File: src/rtl/dcrp_pkg.sv
// Package: register map, field layout, enums and carriers of the cache policy block
package dcrp_pkg;

  // ****************************************
  // Register byte offsets
  // ****************************************
  localparam logic [7:0] REG_CMD   = 8'h00;
  localparam logic [7:0] REG_LBA   = 8'h04;
  localparam logic [7:0] REG_CNT   = 8'h08;
  localparam logic [7:0] REG_LBA2  = 8'h0c;
  localparam logic [7:0] REG_CTRL  = 8'h10;
  localparam logic [7:0] REG_RESV  = 8'h14;
  localparam logic [7:0] REG_EXTB  = 8'h18;
  localparam logic [7:0] REG_EXTL  = 8'h1c;
  localparam logic [7:0] REG_CAP   = 8'h20;
  localparam logic [7:0] REG_STAT  = 8'h24;

  // ****************************************
  // Field positions
  // ****************************************
  localparam int CMD_OP_LSB   = 0;
  localparam int CMD_INIT_LSB = 8;
  localparam int CMD_KEEP     = 16;
  localparam int CMD_FORCE    = 17;
  localparam int CMD_PART     = 18;
  localparam int CMD_PREV     = 19;
  localparam int CMD_AFFECT   = 20;
  localparam int CTRL_GO      = 0;
  localparam int CTRL_PERINIT = 1;
  localparam int RESV_VALID   = 0;
  localparam int RESV_EXT     = 1;
  localparam int RESV_OWN_LSB = 2;
  localparam int STAT_BUSY    = 0;
  localparam int STAT_RES_LSB = 1;
  localparam int STAT_DEFER   = 3;
  localparam int STAT_DEFREP  = 4;
  localparam int STAT_MFAIL   = 5;
  localparam int STAT_ACT_LSB = 6;

  // ****************************************
  // Reset values
  // ****************************************
  localparam logic [31:0] CAP_RST = 32'h0001_0000;

  // ****************************************
  // Enumerations
  // ****************************************
  typedef enum logic [4:0] {
    C_READ = 5'h00, C_WRITE = 5'h01, C_VERIFY = 5'h02, C_WR_VERIFY = 5'h03,
    C_SEEK = 5'h04, C_LOCK = 5'h05, C_UNLOCK = 5'h06, C_PREFETCH = 5'h07,
    C_SYNC = 5'h08, C_COMPARE = 5'h09, C_COPY = 5'h0a, C_COPY_VER = 5'h0b,
    C_REASSIGN = 5'h0c, C_SET_LIM = 5'h0d, C_FORMAT = 5'h0e, C_REZERO = 5'h0f,
    C_START = 5'h10, C_PREVENT = 5'h11, C_CHG_DEF = 5'h12, C_MODE_SEL = 5'h13,
    C_SEND_DIAG = 5'h14, C_RECV_DIAG = 5'h15, C_INQUIRY = 5'h16, C_REQ_SENSE = 5'h17,
    C_LOG_SEL = 5'h18, C_LOG_SENSE = 5'h19, C_MODE_SENSE = 5'h1a, C_TUR = 5'h1b,
    C_READ_BUF = 5'h1c, C_WRITE_BUF = 5'h1d, C_READ_DEF = 5'h1e, C_READ_CAP = 5'h1f
  } dcrp_cmd_t;

  typedef enum logic [1:0] {
    R_GOOD = 2'h0, R_CHECK = 2'h1, R_CONFLICT = 2'h2
  } dcrp_res_t;

  typedef enum logic [3:0] {
    M_NONE = 4'h0, M_RD_CACHE = 4'h1, M_RD_MEDIUM = 4'h2, M_RD_DIRECT = 4'h3,
    M_WR_BACK = 4'h4, M_WR_THRU = 4'h5, M_WR_DIRECT = 4'h6, M_FLUSH = 4'h7,
    M_VERIFY = 4'h8, M_WR_VERIFY = 4'h9, M_FETCH = 4'ha, M_LOCK = 4'hb,
    M_UNLOCK = 4'hc
  } dcrp_mop_t;

  typedef enum logic [1:0] {
    ST_IDLE = 2'h0, ST_FLUSH = 2'h1, ST_ACCESS = 2'h2
  } dcrp_st_t;

  // ****************************************
  // Carriers
  // ****************************************
  typedef struct packed {
    logic        valid;
    dcrp_mop_t   op;
    logic        no_replace;
    logic [31:0] lba;
    logic [31:0] cnt;
  } dcrp_med_t;

  typedef struct packed {
    dcrp_st_t    st;
    logic        pend;
    logic [31:0] cmd;
    logic [31:0] lba;
    logic [31:0] cnt;
    logic [31:0] lba2;
    logic        perinit;
    logic [4:0]  resv;
    logic [31:0] extb;
    logic [31:0] extl;
    logic [31:0] cap;
    dcrp_res_t   res;
    logic        deferred;
    logic        defrep;
    logic        mfail;
    logic [5:0]  act;
    dcrp_med_t   med;
    logic [7:0]  a_addr;
    logic        a_wr;
    logic [31:0] rdata;
  } dcrp_state_t;

endpackage : dcrp_pkg

File: src/rtl/dcrp_core.sv
// Cache policy and reservation conflict checker with AHB-Lite register slave
// Contract
// - Write-back write may complete before medium
// - Later commit error reported as deferred
// - Write with page-out-disable keeps cached blocks
// - Read with page-out-disable displaces no blocks
// - Forced write completes on medium first
// - Forced read fetched from medium
// - Both bits set bypass cache entirely
// - Verify commands flush then force medium
// - Lock pins blocks, unlock releases them
// - Prefetch loads range, stays replaceable
// - Synchronize commits range, reports errors
// - Other initiator's reservation gives conflict
// - Change definition conflicts unless per-initiator
// - Compare and copy checked as read/write
// - Format, rezero, start conflict on extent; prevent only with prevent bit set
// - Inquiry and request sense never conflict
// - Listed housekeeping commands ignore extents
// - Seek, lock, prefetch, sync checked normally
// - Mode select conflicts only when affecting
// - Diagnostics conflict only when affecting extent
// - Reassign refused inside foreign extent
// - Set limits conflicts on foreign extent
// - Block beyond capacity ends check condition
`timescale 1ns/1ps
module dcrp_core #(
  parameter logic [31:0] CAP_RESET = dcrp_pkg::CAP_RST
) (
  input  wire logic               clk,
  input  wire logic               reset_n,
  input  wire logic               hsel,
  input  wire logic [31:0]        haddr,
  input  wire logic [1:0]         htrans,
  input  wire logic               hwrite,
  input  wire logic [2:0]         hsize,
  input  wire logic [31:0]        hwdata,
  input  wire logic               hready,
  output logic                    hreadyout,
  output logic [31:0]             hrdata,
  output logic                    hresp,
  output dcrp_pkg::dcrp_med_t     med_req,
  input  wire logic               med_done,
  input  wire logic               med_err,
  input  wire logic               commit_err
);
  import dcrp_pkg::*;

  // ****************************************
  // State
  // ****************************************
  dcrp_state_t r;
  dcrp_state_t n;

  dcrp_cmd_t   op;
  logic [2:0]  init;
  logic        page_out_disable;
  logic        forced_medium_access;
  logic        partial_medium_indicator;
  logic        prev;
  logic        affect;
  logic        other;
  logic        whole;
  logic        ext_any;
  logic        ov1;
  logic        ov2;
  logic        conf;
  logic        bad;
  logic        flush;
  dcrp_mop_t   mop;
  logic [5:0]  act;
  logic        busy;
  logic        fin_good;
  logic        rd_now;
  logic [31:0] rv;

  function automatic logic overlap(input logic [31:0] a, input logic [31:0] c,
                                   input logic [31:0] b, input logic [31:0] l);
    logic [32:0] a_end;
    logic [32:0] b_end;
    a_end = {1'b0, a} + {1'b0, c};
    b_end = {1'b0, b} + {1'b0, l};
    overlap = (c != 32'h0) && (l != 32'h0) && ({1'b0, a} < b_end) && ({1'b0, b} < a_end);
  endfunction : overlap

  // ****************************************
  // Conflict and cache decision
  // ****************************************
  always_comb begin
    op      = dcrp_cmd_t'(r.cmd[CMD_OP_LSB +: 5]);
    init    = r.cmd[CMD_INIT_LSB +: 3];
    page_out_disable         = r.cmd[CMD_KEEP];
    forced_medium_access     = r.cmd[CMD_FORCE];
    partial_medium_indicator = r.cmd[CMD_PART];
    prev    = r.cmd[CMD_PREV];
    affect  = r.cmd[CMD_AFFECT];
    other   = r.resv[RESV_VALID] && (r.resv[RESV_OWN_LSB +: 3] != init);
    whole   = other && !r.resv[RESV_EXT];
    ext_any = other && r.resv[RESV_EXT];
    ov1     = overlap(r.lba, r.cnt, r.extb, r.extl);
    ov2     = overlap(r.lba2, r.cnt, r.extb, r.extl);
    bad     = ({1'b0, r.lba} + {1'b0, r.cnt}) > {1'b0, r.cap};
    flush   = 1'b0;
    mop     = M_NONE;
    // Act: unlock, lock, flush, forced, no_replace, use_cache
    act     = 6'h00;
    conf    = whole;
    case (op)
      C_INQUIRY, C_REQ_SENSE: begin
        conf = 1'b0;
        bad  = 1'b0;
      end
      C_LOG_SEL, C_LOG_SENSE, C_MODE_SENSE, C_TUR,
      C_READ_BUF, C_WRITE_BUF, C_READ_DEF: begin
        bad = 1'b0;
      end
      C_READ_CAP: begin
        conf = whole || (partial_medium_indicator && ext_any && ov1);
        bad  = 1'b0;
      end
      C_FORMAT, C_REZERO, C_START: begin
        conf = whole || ext_any;
        bad  = 1'b0;
      end
      C_PREVENT: begin
        conf = whole || (prev && ext_any);
        bad  = 1'b0;
      end
      C_CHG_DEF: begin
        conf = whole || (ext_any && !r.perinit);
        bad  = 1'b0;
      end
      C_MODE_SEL: begin
        conf = whole || (ext_any && affect && !r.perinit);
        bad  = 1'b0;
      end
      C_SEND_DIAG, C_RECV_DIAG: begin
        conf = whole || (ext_any && affect);
        bad  = 1'b0;
      end
      C_COMPARE, C_COPY, C_COPY_VER: begin
        // Source and destination both count, even on the same unit
        conf = whole || (ext_any && (ov1 || ov2));
        bad  = bad || (({1'b0, r.lba2} + {1'b0, r.cnt}) > {1'b0, r.cap});
      end
      C_READ: begin
        conf = whole || (ext_any && ov1);
        mop  = page_out_disable && forced_medium_access ? M_RD_DIRECT :
               (forced_medium_access ? M_RD_MEDIUM : M_RD_CACHE);
        act  = {3'h0, forced_medium_access, page_out_disable, !forced_medium_access};
      end
      C_WRITE: begin
        conf = whole || (ext_any && ov1);
        mop  = page_out_disable && forced_medium_access ? M_WR_DIRECT :
               (forced_medium_access ? M_WR_THRU : M_WR_BACK);
        act  = {3'h0, forced_medium_access, page_out_disable,
                !(page_out_disable && forced_medium_access)};
      end
      C_VERIFY, C_WR_VERIFY: begin
        conf  = whole || (ext_any && ov1);
        flush = 1'b1;
        mop   = op == C_VERIFY ? M_VERIFY : M_WR_VERIFY;
        act   = {3'h1, 1'b1, page_out_disable, 1'b0};
      end
      C_SYNC: begin
        conf = whole || (ext_any && ov1);
        mop  = M_FLUSH;
        act  = 6'h04;
      end
      C_PREFETCH: begin
        conf = whole || (ext_any && ov1);
        mop  = M_FETCH;
        act  = 6'h01;
      end
      C_LOCK: begin
        conf = whole || (ext_any && ov1);
        mop  = M_LOCK;
        act  = 6'h11;
      end
      C_UNLOCK: begin
        conf = whole || (ext_any && ov1);
        mop  = M_UNLOCK;
        act  = 6'h21;
      end
      C_REASSIGN, C_SET_LIM, C_SEEK: begin
        conf = whole || (ext_any && ov1);
      end
      default: begin
        conf = whole;
      end
    endcase
  end

  // ****************************************
  // Next state: bus, sequencer, flags
  // ****************************************
  always_comb begin
    n        = r;
    busy     = (r.st != ST_IDLE) || r.pend;
    fin_good = 1'b0;
    rd_now   = hsel && htrans[1] && hready && !hwrite;
    rv       = 32'h0;
    n.a_wr   = hsel && htrans[1] && hready && hwrite;
    n.a_addr = haddr[7:0];
    if (r.a_wr) begin
      if (r.a_addr == REG_STAT) begin
        if (hwdata[STAT_DEFER]) begin
          n.deferred = 1'b0;
        end
      end else if (r.a_addr == REG_CTRL) begin
        n.perinit = hwdata[CTRL_PERINIT];
        if (hwdata[CTRL_GO] && !busy) begin
          n.pend = 1'b1;
        end
      end else if (!busy) begin
        // Command fields frozen while busy so decisions stay stable
        if (r.a_addr == REG_CMD) begin
          n.cmd = hwdata;
        end else if (r.a_addr == REG_LBA) begin
          n.lba = hwdata;
        end else if (r.a_addr == REG_CNT) begin
          n.cnt = hwdata;
        end else if (r.a_addr == REG_LBA2) begin
          n.lba2 = hwdata;
        end else if (r.a_addr == REG_RESV) begin
          n.resv = hwdata[4:0];
        end else if (r.a_addr == REG_EXTB) begin
          n.extb = hwdata;
        end else if (r.a_addr == REG_EXTL) begin
          n.extl = hwdata;
        end else if (r.a_addr == REG_CAP) begin
          n.cap = hwdata;
        end
      end
    end
    case (r.st)
      ST_IDLE: begin
        if (r.pend) begin
          n.pend   = 1'b0;
          n.defrep = 1'b0;
          n.mfail  = 1'b0;
          n.act    = act;
          // Decided here, before anything reaches the medium
          if (conf) begin
            n.res = R_CONFLICT;
          end else if (bad) begin
            n.res = R_CHECK;
          end else if (flush) begin
            n.med = '{1'b1, M_FLUSH, page_out_disable, r.lba, r.cnt};
            n.st  = ST_FLUSH;
          end else if (mop != M_NONE) begin
            n.med = '{1'b1, mop, page_out_disable, r.lba, r.cnt};
            n.st  = ST_ACCESS;
          end else begin
            fin_good = 1'b1;
          end
        end
      end
      ST_FLUSH: begin
        if (med_done) begin
          if (med_err) begin
            n.med.valid = 1'b0;
            n.mfail     = 1'b1;
            n.res       = R_CHECK;
            n.st        = ST_IDLE;
          end else begin
            n.med.op = mop;
            n.st     = ST_ACCESS;
          end
        end
      end
      ST_ACCESS: begin
        if (med_done) begin
          n.med.valid = 1'b0;
          n.st        = ST_IDLE;
          if (med_err) begin
            n.mfail = 1'b1;
            n.res   = R_CHECK;
          end else begin
            fin_good = 1'b1;
          end
        end
      end
      default: begin
        n.st = ST_IDLE;
      end
    endcase
    if (fin_good) begin
      // A pending commit error rides on the next clean completion
      if (r.deferred) begin
        n.res      = R_CHECK;
        n.defrep   = 1'b1;
        n.deferred = 1'b0;
      end else begin
        n.res = R_GOOD;
      end
    end
    if (commit_err) begin
      n.deferred = 1'b1;
    end
    // Read data taken from next values so a write just before is seen
    if (rd_now) begin
      if (haddr[7:0] == REG_CMD) begin
        rv = n.cmd;
      end else if (haddr[7:0] == REG_LBA) begin
        rv = n.lba;
      end else if (haddr[7:0] == REG_CNT) begin
        rv = n.cnt;
      end else if (haddr[7:0] == REG_LBA2) begin
        rv = n.lba2;
      end else if (haddr[7:0] == REG_CTRL) begin
        rv[CTRL_PERINIT] = n.perinit;
      end else if (haddr[7:0] == REG_RESV) begin
        rv[4:0] = n.resv;
      end else if (haddr[7:0] == REG_EXTB) begin
        rv = n.extb;
      end else if (haddr[7:0] == REG_EXTL) begin
        rv = n.extl;
      end else if (haddr[7:0] == REG_CAP) begin
        rv = n.cap;
      end else if (haddr[7:0] == REG_STAT) begin
        rv[STAT_BUSY]           = (n.st != ST_IDLE) || n.pend;
        rv[STAT_RES_LSB +: 2]   = n.res;
        rv[STAT_DEFER]          = n.deferred;
        rv[STAT_DEFREP]         = n.defrep;
        rv[STAT_MFAIL]          = n.mfail;
        rv[STAT_ACT_LSB +: 6]   = n.act;
      end
      n.rdata = rv;
    end
    if (!reset_n) begin
      n     = '0;
      n.cap = CAP_RESET;
    end
  end

  always_ff @(posedge clk) begin
    r <= n;
  end

  assign hreadyout = 1'b1;
  assign hresp     = 1'b0;
  assign hrdata    = r.rdata;
  assign med_req   = r.med;

  wire start = (r.st == ST_IDLE) && r.pend;
endmodule : dcrp_core

File: config.mk
export PLATFORM = sky130hd
export DESIGN_NAME = dcrp_core
export DESIGN_NICKNAME = d
export VERILOG_FILES = /design/src/rtl/dcrp_pkg.sv /design/src/rtl/dcrp_core.sv
export SDC_FILE = /design/constraint.sdc
export NUM_CORES = 1
export LEC_CHECK = 0
export BUFFER_PORTS_ARGS = -buffer_cell sky130_fd_sc_hd__buf_2
export CAP_MARGIN = 20
export CORE_MARGIN = 2
export CORE_UTILIZATION = 56
export CTS_CLUSTER_DIAMETER = 150
export DETAILED_ROUTE_END_ITERATION = 16
export GPL_TIMING_DRIVEN = 1
export PLACE_DENSITY = 0.75
export SLEW_MARGIN = 10
export SYNTH_ARGS = -nofsm -noshare
export SYNTH_HDL_FRONTEND = slang
export SYNTH_SLANG_ARGS = --single-unit
File: constraint.sdc
create_clock -name clk -period 11 [get_ports clk]
set_input_delay 1.65 -clock clk [delete_from_list [all_inputs] [get_ports clk]]
set_output_delay 1.65 -clock clk [all_outputs]
set_load 0.02 [all_outputs]
==> results of run 1 <==
metrics by stage:
stage               utilization  power, uW
floorplan                     -       1380
global placement          0.571       1420
detailed placement        0.571       1420
CTS                       0.602       2820
global route              0.602       2880
finish                    0.602       2810
state kept, by name, summed over array words and instances, names as in the netlist:
register                  count
affect                        1
r                           240
partial_medium_indicator      1
page_out_disable              1
forced_medium_access          1
hrdata                       32
init                          3
prev                          1
op                            5
med_req                      70
cell usage after synthesis (14+ instances only):
cell type  count  area share
nor2_1       368       0.055
dfxtp_1      355        0.28
ha_1         284        0.14
mux2i_1      230       0.092
a21oi_1      181       0.036
nand2_1      149       0.022
inv_1        141       0.021
o21ai_0      110       0.022
buf_4        104       0.031
nand2_2       92       0.023
o22ai_1       83       0.021
clkbuf_1      76       0.011
a21oi_2       58       0.020
a21o_1        56       0.017
nor3_1        56       0.011
xnor2_1       49       0.017
xor2_1        43       0.015
nand3_1       41      0.0082
o221ai_1      36       0.013
nand4_1       33      0.0082
a211oi_1      29      0.0087
nor4_1        28      0.0070
o21bai_1      25      0.0075
nor2b_1       20      0.0050
nand2b_1      19      0.0047
and2_1        17      0.0042
o211ai_1      15      0.0045
buf_2         14      0.0028
o21a_1        14      0.0042
or3_1         14      0.0035
worst min-delay path by stage:
stage | from | end
final | med_req[12] | med_req[12]
after detailed placement | med_req[2] | med_req[2]
after global routing | med_req[12] | med_req[12]
after floorplan | med_req[69] | med_req[69]
after global placement | med_req[43] | med_req[43]
after CTS | med_req[12] | med_req[12]
per-layer routing:
| layer | part of all wire | GRT usage | vias up |
|---|---|---|---|
| met3 | 0.11 | 0.0796 | 233 |
| met1 | 0.44 | 0.507 | 10831 |
| met2 | 0.41 | 0.529 | 1154 |
| met5 | 0.00017 | 0 | - |
| li1 | - | - | 10463 |
| met4 | 0.042 | 0.147 | 2 |
cells in the final DEF (no fill, tap or decap), types with 11 or more instances in the layout:
| cell type | n |
|---|---|
| and3_1 | 11 |
| inv_1 | 140 |
| nor3_1 | 56 |
| a31oi_1 | 11 |
| a21oi_1 | 181 |
| nor2b_1 | 20 |
| xor2_1 | 43 |
| a21oi_2 | 58 |
| and2_1 | 17 |
| o21ai_0 | 110 |
| o22ai_1 | 83 |
| nor2_1 | 366 |
| nand2_1 | 141 |
| nand3_1 | 41 |
| mux2i_1 | 230 |
| o221ai_1 | 36 |
| nand2_2 | 99 |
| xnor2_1 | 49 |
| o21a_1 | 14 |
| clkbuf_16 | 39 |
| ha_1 | 284 |
| a211oi_1 | 29 |
| dfxtp_1 | 355 |
| or3_1 | 13 |
| buf_4 | 17 |
| o21bai_1 | 25 |
| a21o_1 | 56 |
| buf_2 | 150 |
| o211ai_1 | 15 |
| nand2b_1 | 19 |
| nor4_1 | 28 |
| nand4_1 | 33 |
power by group through the flow:
stage | Clock, uW | Combinational (uW) | Sequential, uW
after global routing | 1480 | 99.0 | 1300
after detailed placement | 0 | 90.4 | 1330
final | 1420 | 92.7 | 1300
after floorplan | 0 | 59.4 | 1320
after CTS | 1430 | 90.7 | 1300
after global placement | 0 | 88.3 | 1330
layout make-up:
class | count | area (um2)
clock buffers | 46 | 1050
flip-flops and latches | 355 | 7110
diodes | 1 | 2.50
multi-input cells | 2222 | 16000
fillers | 3988 | 17600
well taps | 592 | 741
inverters | 141 | 537
repair buffers | 167 | 878
clock inverters | 26 | 325
logic make-up (layout without fill, tap and decap cells):
kind of cell    count (synthesis)  count (layout)  synth area share
simple gates                  888             888             0.169
fa+ha+maj                     287             287             0.144
compound gates                718             718             0.194
flops                         355             355             0.283
buf+inv                       372             380            0.0826
mux                           232             232            0.0925
other cells                     2               3          0.000299
xor+xnor                       95              95            0.0346
worst min-delay path: stages, from the launching register on:
cell     delay (ns)
dfxtp_1        0.31
nand2_1        0.05
a21oi_1        0.05
==> results.cfg, run 1 <==
[synthesis]
yosys_most_used_dff = dfxtp_1
postSynth.asyncResetShare = 0
synth-edff-count = 0
synth_seq_area_share = 0.283
synth_fp_nets = 3313
ys_ff_latch = 355
synth-warning-count = 0
synth_cells = 2949
syn_area_um2 = 25100
synthDistinctLibCells = 110
synth_area_per_cell_um2 = 8.52

[power_and_ir_drop]
combPwrFrac = 0.033
pwr_density_cell_nw_per_um2 = 106
power.sequential.fraction = 0.462
p_sw_frac = 0.235
internal_power_uw = 2150
total_switching_power_uw = 663
power.ir.vdd_worst_mv = 0.107
total_leakage_power_uw = 0.0127
power.share.clock = 0.506

[place]
dpl.hpwl_mm = 63.8
dpl_cell_area_um2 = 25300
place.gp.congestion = 0.986
pre_cts_ws_ns = 2.69
place.detailed.instances = 3477
port_buffers = 150

[clocking]
cts_buffer_depth = 3
cts-resized-gates = 0
cts.hold.buffers_added = 0
worst_setup_hold_path_clk_slew_ns = 0.07
cts_htree_levels = 2
clkLatencyLatePin_ns = 0.58
tritoncts.num_buffers = 39
clkSinkCount = 355
clock_tree_from_tritoncts = yes
clockRootBuffer = clkbuf_16
postCtsSetupRepairBufs = 0

[outcome]
run_status = complete, no violations

[routing]
detail-route-antenna-nets = 0
routed-via-count = 22683
detail_route.wl_per_cell_um = 24.2
initialDrtViolationCount = 2207
vias_per_cell = 6.39
first_pass_iters = 5
wirelength_mm = 85.8
detail_route.drc_violations = 0

[timing]
hold_slack_ns = 0.455
final_cycle_share = 0.787
hold_viol_final = 0
worst_slew_margin_rel = 0.191
clock_skew_ns = 0.0234
finalSetupTns_ns = 0
period_minus_slack_ns = 8.65
setup_slack_ns = 2.35
timing_worst_slew_pin_value_ns = 1.21
finalMaxSlewViolations = 0
max_clock_freq_ghz = 0.116
rsz0062_at_grt = no
report.final.setup_viol = 0

[critical_path]
ff_to_ff_path_depth = 28
setup.worst_path.end_class = flip-flop
worst_path_dominant_cell_family = compound AO/OA/AOI/OAI gates
worst_ep_arrival_time_ns = 9.14
r2r_slack_ns = 2.35
setup.worst_path.end = med_req[16]
timing.critical_path.mode_cell = a21oi_1
capture_point_of_the_worst_reg_to_reg_path = med_req[16]
worstSetupStartpointType = flip-flop
critPathMaxFanout = 38
startpoint = r[257]
cp.depth = 28
slowest_delay_ns = 0.62
r2r_start = r[257]
critical-path-slowest-cell = a211oi_1
crit_buf_inv = 1
required_ns = 11.49
path_class = flip-flop to flip-flop

[floorplan]
die_area_um2 = 46600
core_area_um2 = 44200
chipWidth_um = 216
std_cell_rows = 77
dieHeight_um = 216
effective_utilization_at_floorplan = 0.568
io_pins = 181

[worst_hold_path]
hold_depth = 2
hp-class = flip-flop to flip-flop

[job]
maxCapViolCount = 0

[final_layout]
final_cell_area_um2 = 26600
layoutNonFillerInstCount = 3550
layout-area-overhead-vs-synth_pct = 6.01
layout_cell_share_with_drive_strength_beyond_1 = 0.151
fin_nets = 3290

[global_routing]
grt_pass1_vias = 21654
grt-ovfl-total = 0
number_of_antenna_violations_at_the_first_check_in_global_routing = 5
grt_pass1_wl_mm = 128
grt_usage = 0.360
maximum_number_of_pins_on_one_net_before_global_route_repair = 155
Power figures use the tool's default switching activity.
==> run 2: changes to the inputs <==
==> constraint.sdc (replaced) <==
create_clock -name clk -period 8.49 [get_ports clk]
set_input_delay 1.2735 -clock clk [delete_from_list [all_inputs] [get_ports clk]]
set_output_delay 1.2735 -clock clk [all_outputs]
set_load 0.02 [all_outputs]
==> run 2 against run 1 <==
Net effect:
- clock skew down 0.0060 ns
- non-clock buffer count up 5
- total power up 31%
- setup slack worse by 1.8 ns
- global-route usage up 0.62 points
- critical path depth up 1
- first-iteration DRC count up 4.2%
- sequential share of layout area down 0.096 points
- worst hold slack worse by 0.0040 ns
- register-to-register slack worse by 1.8 ns
==> results.cfg, run 2 (synthesized netlist as in run 1, its figures left out) <==
[critical_path]
capture_point_of_the_worst_reg_to_reg_path = med_req[52]
required_ns = 8.91
setup.worst_path.end_class = flip-flop
crit_buf_inv = 2
r2r_start = r[288]
slowest_delay_ns = 0.61
worstSetupStartpointType = flip-flop
startpoint = r[288]
critical-path-slowest-cell = a211oi_1
ff_to_ff_path_depth = 29
r2r_slack_ns = 0.55
path_class = flip-flop to flip-flop
setup.worst_path.end = med_req[52]
worst_ep_arrival_time_ns = 8.36
cp.depth = 29
worst_path_dominant_cell_family = compound AO/OA/AOI/OAI gates
timing.critical_path.mode_cell = a21oi_1
critPathMaxFanout = 52

[final_layout]
mostFrequentLayoutCell = nor2_1
layoutNonFillerInstCount = 3553
largest_reg_flops = 240
layout-area-overhead-vs-synth_pct = 6.39
multiInputGateArea_um2 = 16000
register_bank_with_the_most_flops = r
fin_nets = 3296
layout_cell_share_with_drive_strength_beyond_1 = 0.150
most-common-layout-cells = nor2_1, dfxtp_1, ha_1
filler_cell_count = 3982
final-seq-area_um2 = 7110

[floorplan]
effective_utilization_at_floorplan = 0.568
die_area_um2 = 46600
io_pins = 181
dieHeight_um = 216
std_cell_rows = 77
chipWidth_um = 216
core_area_um2 = 44200

[timing]
finalMaxSlewViolations = 0
clock_skew_ns = 0.0173
report.final.setup_viol = 0
rsz0062_at_grt = no
max_clock_freq_ghz = 0.126
timing_worst_slew_pin_value_ns = 1.17
final_cycle_share = 0.936
period_minus_slack_ns = 7.94
finalSetupTns_ns = 0
hold_viol_final = 0
worst_slew_margin_rel = 0.215

[place]
place.gp.congestion = 1.00
dpl.hpwl_mm = 65.1
port_buffers = 150
place.detailed.instances = 3481

[routing]
detail_route.wl_per_cell_um = 24.4
detail-route-antenna-nets = 0
initialDrtViolationCount = 2299
first_pass_iters = 5
wirelength_mm = 86.6
vias_per_cell = 6.31
detail_route.drc_violations = 0
routed-via-count = 22427

[clocking]
cts_buffer_depth = 3
clock_tree_from_tritoncts = yes
tritoncts.num_buffers = 40
clockRootBuffer = clkbuf_16
cts-resized-gates = 0
cts.hold.buffers_added = 0
worst_setup_hold_path_clk_slew_ns = 0.06
postCtsSetupRepairBufs = 0
cts_htree_levels = 2
clkSinkCount = 355
clkLatencyLatePin_ns = 0.59

[global_routing]
grt_pass1_vias = 21426
number_of_antenna_violations_at_the_first_check_in_global_routing = 10
grt_usage = 0.366
grt_pass1_wl_mm = 129
grt-ovfl-total = 0
grt_util_met3 = 0.0919
use_met1 = 0.516
maximum_number_of_pins_on_one_net_before_global_route_repair = 204
grt.busiest_layer = met2
use_met2 = 0.530

[outcome]
run_status = complete, no violations

[power_and_ir_drop]
total_leakage_power_uw = 0.0128
pwr_density_cell_nw_per_um2 = 138
power.ir.vdd_worst_mv = 0.172

[job]
maxCapViolCount = 0

[worst_hold_path]
hp-class = flip-flop to flip-flop
-- run 2: routing by layer --
metal	vias up	routed length [um]
li1	10474	-
met4	8	3910
met1	10674	38800
met5	-	56
met3	221	8810
met2	1050	35100
-- run 2: worst min path at each step --
stage	from	end	slack [ns]	cells after the start
after global routing	med_req[11]	med_req[11]	0.47	2
after floorplan	med_req[69]	med_req[69]	0.44	2
after CTS	med_req[9]	med_req[9]	0.45	2
after global placement	med_req[11]	med_req[11]	0.44	2
final	med_req[13]	med_req[13]	0.45	2
after detailed placement	med_req[9]	med_req[9]	0.44	2
-- run 2: power by group --
| part | switching, uW | internal (uW) | total [uW] | leakage [uW] |
|---|---|---|---|---|
| Sequential | 9.96 | 1670 | 1680 | 0.00286 |
| Clock | 739 | 1130 | 1870 | 0.000678 |
| Combinational | 90.0 | 32.2 | 122 | 0.00923 |
| Total | 839 | 2840 | 3680 | 0.0128 |
-- run 2: metrics by stage --
step | utilization | setup slack (ns) | total power (uW) | area, um2 | hold slack (ns)
floorplan | - | 2.82 | 1790 | 25100 | 0.435
global placement | 0.572 | 1.06 | 1840 | 25300 | 0.441
detailed placement | 0.573 | 0.939 | 1840 | 25300 | 0.445
CTS | 0.604 | 0.855 | 3690 | 26700 | 0.452
global route | 0.604 | 0.329 | 3770 | 26700 | 0.471
finish | 0.604 | 0.547 | 3680 | 26700 | 0.451
-- run 2: worst reg2reg max path: cells and delay by family (launching register included) --
family	cells	cell delay, ns
buffers and inverters	2	0.38
flip-flops	1	0.45
AND/OR/NAND/NOR	3	0.66
XOR/XNOR	1	0.18
AO/OA/AOI/OAI	21	5.57
adder cells (fa/ha/maj)	2	0.54
-- run 2: area by class of cell --
class	instances	area share
multi-input combinational	2222	0.598
sequential	355	0.266
clock buffer	52	0.0414
timing repair buffer	172	0.0362
tap	592	0.0277
inverter	141	0.0201
clock inverter	17	0.0103
antenna	2	0.000187
